File: config.mk
export PLATFORM = sky130hd
export DESIGN_NAME = lvds_output_format_control
export DESIGN_NICKNAME = d
export VERILOG_FILES = /design/src/lvds_fmt_pkg.sv /design/src/lvds_output_format_control.sv
export SDC_FILE = /design/constraint.sdc
export NUM_CORES = 1
export LEC_CHECK = 0
export BUFFER_PORTS_ARGS = -buffer_cell sky130_fd_sc_hd__buf_2
export CORE_ASPECT_RATIO = 1.1
export CORE_MARGIN = 4
export CORE_UTILIZATION = 51
export CTS_CLUSTER_SIZE = 20
export DETAILED_ROUTE_END_ITERATION = 6
export PLACE_DENSITY = 0.94
export SYNTH_ARGS = -nofsm -noshare
export SYNTH_HDL_FRONTEND = slang
export SYNTH_SLANG_ARGS = --single-unit
File: constraint.sdc
create_clock -name clock_i -period 2.62 [get_ports clock_i]
set_clock_uncertainty 0.15 [all_clocks]
set_input_delay 0 -clock clock_i [delete_from_list [all_inputs] [get_ports clock_i]]
set_output_delay 0 -clock clock_i [all_outputs]
set_load 0.1 [all_outputs]
File: src/lvds_fmt_pkg.sv
// Constants for the LVDS output-format control block: register
// offsets, field positions, reset values and write masks.
// Assumes an 8-bit register port addressed by the printed offsets.
package lvds_fmt_pkg;

    localparam int REG_ADDR_W = 8;
    localparam int REG_DATA_W = 8;
    localparam int COLOUR_W = 8;
    localparam int LANE_W = 7;

    // Register offsets
    localparam logic [REG_ADDR_W-1:0] OUT_FORMAT_ADDR = 8'h18;
    localparam logic [REG_ADDR_W-1:0] OUT_LEVEL_ADDR = 8'h19;

    // lvds_output_format fields
    localparam int DE_POL_BIT = 7;
    localparam int HS_POL_BIT = 6;
    localparam int VS_POL_BIT = 5;
    localparam int WIDE_SEL_BIT = 3;
    localparam int PLACE_BIT = 1;

    // lvds_output_level fields
    localparam int CM_SEL_BIT = 6;
    localparam int SWING_LSB = 2;
    localparam int SWING_W = 2;

    // Reset values
    localparam logic [REG_DATA_W-1:0] OUT_FORMAT_RESET = 8'h60;
    localparam logic [REG_DATA_W-1:0] OUT_LEVEL_RESET = 8'h04;

    // Writable bits; all others are reserved
    localparam logic [REG_DATA_W-1:0] OUT_FORMAT_WMASK = 8'hea;
    localparam logic [REG_DATA_W-1:0] OUT_LEVEL_WMASK = 8'h4c;

    // Unused top bit of the fourth lane word
    localparam logic LANE3_SPARE = 1'b0;

endpackage : lvds_fmt_pkg

File: src/lvds_output_format_control.sv
// LVDS output-format control: two configuration registers and the
// per-pixel formatter that builds the four 7-bit lane words.
// Assumes the pixel source runs on clock_i with active-high DE/HS/VS,
// colours MSB-aligned (18-bit sources sit in bits 7:2), and a serialiser
// downstream that shifts each lane word out MSB first.
`timescale 1ns/1ps

// Summary of operation
// - Output DE is high during active pixels unless its polarity bit is set.
// - Output HS is high during sync unless its polarity bit, reset set, is set.
// - Output VS is high during sync unless its polarity bit, reset set, is set.
// - Depth bit clear gives 18-bit output, fourth lane off; set gives 24-bit.
// - In 24-bit mode fourth lane carries colour MSBs, or LSBs if placement set.
// - Depth clear drops two LSBs per colour for 18-bit output, whatever placement is.
module lvds_output_format_control
    import lvds_fmt_pkg::*;
(
    input wire logic clock_i,
    input wire logic rst_b_i,
    input wire logic ce_i,
    input wire logic [REG_ADDR_W-1:0] reg_addr_i,
    input wire logic [REG_DATA_W-1:0] reg_wdata_i,
    input wire logic reg_we_i,
    input wire logic reg_re_i,
    output logic [REG_DATA_W-1:0] reg_rdata_o,
    input wire logic pix_de_i,
    input wire logic pix_hs_i,
    input wire logic pix_vs_i,
    input wire logic [COLOUR_W-1:0] pix_red_i,
    input wire logic [COLOUR_W-1:0] pix_green_i,
    input wire logic [COLOUR_W-1:0] pix_blue_i,
    output logic [LANE_W-1:0] lane0_o,
    output logic [LANE_W-1:0] lane1_o,
    output logic [LANE_W-1:0] lane2_o,
    output logic [LANE_W-1:0] lane3_o,
    output logic fourth_data_lane_en_o,
    output logic lvds_de_o,
    output logic lvds_hs_o,
    output logic lvds_vs_o,
    output logic output_common_mode_select_o,
    output logic [SWING_W-1:0] output_swing_select_o
);

    logic [REG_DATA_W-1:0] out_format_q;
    logic [REG_DATA_W-1:0] out_format_d;
    logic [REG_DATA_W-1:0] out_level_q;
    logic [REG_DATA_W-1:0] out_level_d;
    logic [REG_DATA_W-1:0] rdata_q;
    logic [REG_DATA_W-1:0] rdata_d;

    // Settings in force on the pixel path
    logic de_pol_q;
    logic hs_pol_q;
    logic vs_pol_q;
    logic wide_q;
    logic place_q;

    logic [LANE_W-1:0] lane0_q;
    logic [LANE_W-1:0] lane1_q;
    logic [LANE_W-1:0] lane2_q;
    logic [LANE_W-1:0] lane3_q;
    logic lane_en_q;
    logic de_q;
    logic hs_q;
    logic vs_q;

    // Register decode
    wire sel_format = (reg_addr_i == OUT_FORMAT_ADDR);
    wire sel_level = (reg_addr_i == OUT_LEVEL_ADDR);
    wire wr_format = reg_we_i && sel_format;
    wire wr_level = reg_we_i && sel_level;

    // Reserved positions keep their zero default whatever is written
    assign out_format_d = wr_format ?
        ((out_format_q & ~OUT_FORMAT_WMASK) | (reg_wdata_i & OUT_FORMAT_WMASK)) :
        out_format_q;
    assign out_level_d = wr_level ?
        ((out_level_q & ~OUT_LEVEL_WMASK) | (reg_wdata_i & OUT_LEVEL_WMASK)) :
        out_level_q;

    // Unmapped addresses and reserved bits read as zero
    wire [REG_DATA_W-1:0] format_view = out_format_q & OUT_FORMAT_WMASK;
    wire [REG_DATA_W-1:0] level_view = out_level_q & OUT_LEVEL_WMASK;
    wire [REG_DATA_W-1:0] read_mux = sel_format ? format_view :
                                     sel_level ? level_view : '0;
    assign rdata_d = reg_re_i ? read_mux : '0;

    always_ff @(posedge clock_i or negedge rst_b_i) begin
        if (!rst_b_i) begin
            out_format_q <= OUT_FORMAT_RESET;
            out_level_q <= OUT_LEVEL_RESET;
            rdata_q <= '0;
        end else if (ce_i) begin
            out_format_q <= out_format_d;
            out_level_q <= out_level_d;
            rdata_q <= rdata_d;
        end
    end

    // Settings reach the pixel path only outside active pixels, so a
    // write mid-line never tears a line; cost is a delay up to one line.
    wire cfg_load = !pix_de_i;

    always_ff @(posedge clock_i or negedge rst_b_i) begin
        if (!rst_b_i) begin
            de_pol_q <= OUT_FORMAT_RESET[DE_POL_BIT];
            hs_pol_q <= OUT_FORMAT_RESET[HS_POL_BIT];
            vs_pol_q <= OUT_FORMAT_RESET[VS_POL_BIT];
            wide_q <= OUT_FORMAT_RESET[WIDE_SEL_BIT];
            place_q <= OUT_FORMAT_RESET[PLACE_BIT];
        end else if (ce_i && cfg_load) begin
            de_pol_q <= out_format_q[DE_POL_BIT];
            hs_pol_q <= out_format_q[HS_POL_BIT];
            vs_pol_q <= out_format_q[VS_POL_BIT];
            wide_q <= out_format_q[WIDE_SEL_BIT];
            place_q <= out_format_q[PLACE_BIT];
        end
    end

    // Control bits in the polarity the panel expects
    wire de_d = pix_de_i ^ de_pol_q;
    wire hs_d = pix_hs_i ^ hs_pol_q;
    wire vs_d = pix_vs_i ^ vs_pol_q;

    // Per colour: six bits for lanes 0-2 and two for the fourth lane.
    // An 18-bit source is taken as MSB-aligned, which the host keeps
    // consistent by leaving the depth bit clear for such streams.
    logic [COLOUR_W-1:0] colour_in [3];
    logic [5:0] low_six [3];
    logic [1:0] top_two [3];

    assign colour_in[0] = pix_red_i;
    assign colour_in[1] = pix_green_i;
    assign colour_in[2] = pix_blue_i;

    // High six bits go on lanes 0-2 unless 24-bit with MSBs on lane four
    wire use_high_six = !wide_q || place_q;

    for (genvar c = 0; c < 3; c++) begin : g_colour
        assign low_six[c] = use_high_six ? colour_in[c][7:2] : colour_in[c][5:0];
        assign top_two[c] = place_q ? colour_in[c][1:0] : colour_in[c][7:6];
    end

    wire [LANE_W-1:0] lane0_d = {low_six[1][0], low_six[0]};
    wire [LANE_W-1:0] lane1_d = {low_six[2][1:0], low_six[1][5:1]};
    wire [LANE_W-1:0] lane2_d = {de_d, vs_d, hs_d, low_six[2][5:2]};
    wire [LANE_W-1:0] lane3_word = {LANE3_SPARE, top_two[2], top_two[1], top_two[0]};
    // Disabled lane idles at zero so no stale LSBs leak to an 18-bit panel
    wire [LANE_W-1:0] lane3_d = wide_q ? lane3_word : '0;

    always_ff @(posedge clock_i or negedge rst_b_i) begin
        if (!rst_b_i) begin
            lane0_q <= '0;
            lane1_q <= '0;
            lane2_q <= '0;
            lane3_q <= '0;
            lane_en_q <= 1'b0;
            de_q <= 1'b0;
            hs_q <= 1'b0;
            vs_q <= 1'b0;
        end else if (ce_i) begin
            lane0_q <= lane0_d;
            lane1_q <= lane1_d;
            lane2_q <= lane2_d;
            lane3_q <= lane3_d;
            lane_en_q <= wide_q;
            de_q <= de_d;
            hs_q <= hs_d;
            vs_q <= vs_d;
        end
    end

    assign reg_rdata_o = rdata_q;
    assign lane0_o = lane0_q;
    assign lane1_o = lane1_q;
    assign lane2_o = lane2_q;
    assign lane3_o = lane3_q;
    assign fourth_data_lane_en_o = lane_en_q;
    assign lvds_de_o = de_q;
    assign lvds_hs_o = hs_q;
    assign lvds_vs_o = vs_q;
    // Analog settings pass straight from the register to the driver
    assign output_common_mode_select_o = out_level_q[CM_SEL_BIT];
    assign output_swing_select_o = out_level_q[SWING_LSB +: SWING_W];

endmodule : lvds_output_format_control

After elaboration in Yosys (flattened, before gate mapping). Index checks and enable logic that the tools add are counted.

Memories kept: 0. Bits in read-only memories: 0. Input port bits: 48. Memory bits (writable): 0. Bits in latches: 0. Logic and storage cells: 41. Register bits after elaboration: 61. Output and inout bits: 43.

Reduce and logical (&&, ||, !) cells: 8. Mux-type cells: 10. Order comparisons: 0. Shifts and indexed selects: 0. Multipliers: 0. Bitwise gates (word level): 5. Add/subtract/negate cells: 0. Div/mod/pow operators: 0. Eq/ne operators: 2.

Operator list (number): two-way mux 6 bit (4); equality test 8 x 5 -> 1 bit (second input constant) (2); two-way mux 8 bit (2); bitwise OR 5 x 8 -> 8 bit (1); bitwise OR 8 x 7 -> 8 bit (1); two-way mux 7 bit (1); two-way mux 2 bit (3); AND reduction 2 bit (2); logical AND 1 bit (3); XOR 1 bit (3); zero test 1 bit (2); logical OR 1 bit (1).

Depth between registers and ports, before layout.
Depth after elaboration: 4. Gate-level depth with buffers: 6. Mapped depth without buffers: 3.

Worst setup path after synthesis. Ideal clock, no wire load.

Kind: register -> register. Start point: register place_q. End point: register lane0_q[0] (netlist: lane0_o[0]). Library setup time: 137 ps. Stages on the path, launching flop included: 7. Data required time: 2333 ps. Buffers on the path: 3. Path slack: 1126 ps. Arrival time: 1207 ps. Cells stage by stage: dfrtp_1 -> buf_4 -> nor2b_1 -> buf_4 -> buf_6 -> mux2i_1 -> a21oi_1.

Longest elaborated chain between the ends: 2.

RTL lines: from (decl) (RTL line lvds_output_format_control.sv:56) `logic place_q;`; from (signal assigned) (RTL line lvds_output_format_control.sv:110) `place_q <= OUT_FORMAT_RESET[PLACE_BIT];`; from (signal assigned) (RTL line lvds_output_format_control.sv:116) `place_q <= out_format_q[PLACE_BIT];`; logical OR 1 bit (RTL line lvds_output_format_control.sv:137) `wire use_high_six = !wide_q || place_q;`; two-way mux 6 bit (RTL line lvds_output_format_control.sv:140) `assign low_six[c] = use_high_six ? colour_in[c][7:2] : colour_in[c][5:0];`; to (signal assigned) (RTL line lvds_output_format_control.sv:162) `lane0_q <= lane0_d;`; to (decl) (RTL line lvds_output_format_control.sv:58) `logic [LANE_W-1:0] lane0_q;`.

No other way between the ends. A chain may end at the register's enable or synchronous reset.

Worst setup path after layout.
Start point: register place_q. End point: register lane1_q[0] (netlist: lane1_o[0]).

Longest elaborated chain between the ends: 2.

RTL lines: logical OR 1 bit (RTL line lvds_output_format_control.sv:137); two-way mux 6 bit (RTL line lvds_output_format_control.sv:140); to (signal assigned) (RTL line lvds_output_format_control.sv:163) `lane1_q <= lane1_d;`; to (decl) (RTL line lvds_output_format_control.sv:59) `logic [LANE_W-1:0] lane1_q;`.

No other way between the ends.

==> metrics.cfg <==
[timing]
setup_tns_ns=0
post-route-period-util_pct=84.6
holdWs_ns=0.00927
finalMaxSlewViolations=0
finalHoldViolCount=0
setup_viol=0
slew_headroom_pct=33.2
rsz0062_at_grt=false
fin_crit_ns=2.22
max_freq_mhz=451
worst_slew_pin_slew_ns=1.00

[clock_network]
cts_tree=built
htreeDepth=2
cts.sinks=47
cts_root_buffer=clkbuf_8
max-clock-path-buffers=2
clock_latency_ns=0.29
path_clk_slew_ns=0.08
cts_inserted_buffers=5
cts_setup_buffers=0

[finish]
drive_gt1_share_pct=35.2
n_antenna_cell=0
final_common_cell=buf_2
nets=371
final_cell_mix=buf_2 (85), dlygate4sd3_1 (53), dfrtp_1 (42)
syn_to_final_growth_pct=49.0
stdcell_count=376

[worst_setup_path]
critPathKind=reg -> reg
cp_max_fo=18
reg2reg_slack_ns=0.40
required_ns=2.64
cp.arrival_ns=2.24
cp-end-kind=flop
start_kind=flop

[floorplanning]
dieArea_mm2=0.00530
die_w_um=69.8
rows=24
ioPinCount=91
core-area_mm2=0.00399
die-height_um=75.9
start_util_pct=53.6

[logic_synthesis]
ys_seq_area_share_pct=55.3
syn_avg_cell_area_um2=11.3
synth_seq_cells=47
yosysWarnings=0
ys_types=24
netlist_area_mm2=0.00214
netlist_instances=190

[power]
power.density_mw_per_mm2=567
ir_drop_mv=0.476
total_power_uw=1810
p_leak_uw=0.00152

[place]
io_buffer_count=85
dp_cells=315
dp.final_hpwl_um=3590
gp_congestion=0.847

[route]
first_pass_iters=4
wl_per_cell_um=16.0
drc_errors=0
first_iter_violations=91
ant_nets=0
vias=1923
drt_wl_total_um=6010
vias_per_cell=5.11

[global_routing]
grt_usage_pct=23.8
grt_pass1_vias=2087
grt_max_degree=48
antenna_found_initial=0
grt.overflow.total=0
grt_first_pass_wirelength_um=10100

[flow_run]
maxCapViolCount=0

[run_status]
status=complete, no violations

[hold_path]
hp-class=in -> reg

-- cells by family after synthesis --
group                     Yosys count  synth area share, %
AOI/OAI and AO/OA                  37                 9.36
xor gates and xnor gates            3                 1.23
buffers and inverters              32                 7.37
DFF                                47                 55.3
muxes                              36                 17.4
other                               1                0.175
and+or+nand+nor                    34                 9.18
-- cells in the mapped netlist --
library cell / instances / area [um2]
dfrtp_1: 42 / 1050
mux2i_1: 26 / 260
a21oi_1: 21 / 105
nor2_1: 21 / 78.8
inv_1: 16 / 60.1
o22ai_1: 12 / 75.1
mux2_2: 10 / 113
buf_4: 8 / 60.1
dfstp_2: 5 / 131
nand2_1: 5 / 18.8
clkbuf_1: 4 / 15.0
o21ai_0: 4 / 20.0
buf_1: 3 / 11.3
xnor2_1: 3 / 26.3
and4bb_2: 1 / 12.5
buf_6: 1 / 11.3
conb_1: 1 / 3.75
nand2b_1: 1 / 6.26
nand3_1: 1 / 5.00
nand4_2: 1 / 12.5
nand4b_1: 1 / 8.76
nand4b_4: 1 / 23.8
nor2b_1: 1 / 6.26
nor4b_4: 1 / 23.8
-- layout make-up --
class	instances	area (um2)
fill	254	806
tap	52	65.1
timing repair buffer	140	971
clock buffer	8	100
sequential	47	1180
inverter	16	60.1
multi-input combinational	113	810
-- stage by stage --
stage	utilization, %	setup WS [ns]	cell area (um2)
global route	79.8	0.303	3190
finish	79.8	0.404	3190
global placement	64.0	0.976	2560
CTS	79.8	0.424	3190
detailed placement	64.0	0.951	2560
floorplan	-	1.13	2150
-- where the power goes --
part | internal [uW] | total [uW] | switching [uW] | leakage (uW)
logic | 138 | 549 | 411 | 0.000892
registers | 764 | 788 | 23.7 | 0.000578
clock network | 241 | 469 | 228 | 0.0000515
total | 1140 | 1810 | 663 | 0.00152
-- what timing repair did --
| item | in CTS | in global routing |
|---|---|---|
| endpoints found under the hold margin | 83 | 0 |
| gates resized for setup | 0 | 0 |
| hold buffers | 53 | 0 |
-- flip-flops by register name, indices dropped and copies added, names as in the netlist --
register	count
lane0_o	7
lane1_o	7
vs_pol_q	1
lane3_o	6
de_pol_q	1
fourth_data_lane_en_o	1
hs_pol_q	1
lane2_o	7
out_format_q	5
out_level_q	3
place_q	1
reg_rdata_o	6
wide_q	1
-- worst max-delay path, cell delays in order (launching register included) --
cell and delay (ns):
dfrtp_1 0.57, nor2b_2 0.17, buf_4 0.31, mux2i_1 0.24, dlygate4sd3_1 0.57, a21oi_1 0.06
-- metal layers --
layer | track usage (%) | wire, um | up-vias
li1 | - | - | 911
met1 | 25.4 | 2230 | 925
met2 | 44.8 | 3290 | 75
met3 | 6.61 | 379 | 12
met4 | 7.47 | 116 | 0
met5 | 0 | 0 | -
-- worst paths after layout --
kind                                  endpoint  depth (start not counted)     start
worst max-delay path                lane1_o[0]                          5   place_q
min in group asynchronous       reg_rdata_o[7]                          2   rst_b_i
worst max register to register      lane1_o[0]                          5   place_q
max in group asynchronous       reg_rdata_o[2]                          2   rst_b_i
worst min register to register        vs_pol_q                          2  vs_pol_q
worst min-delay path                lane2_o[6]                          2      ce_i
Note: power is estimated with default switching activity, not from simulation.
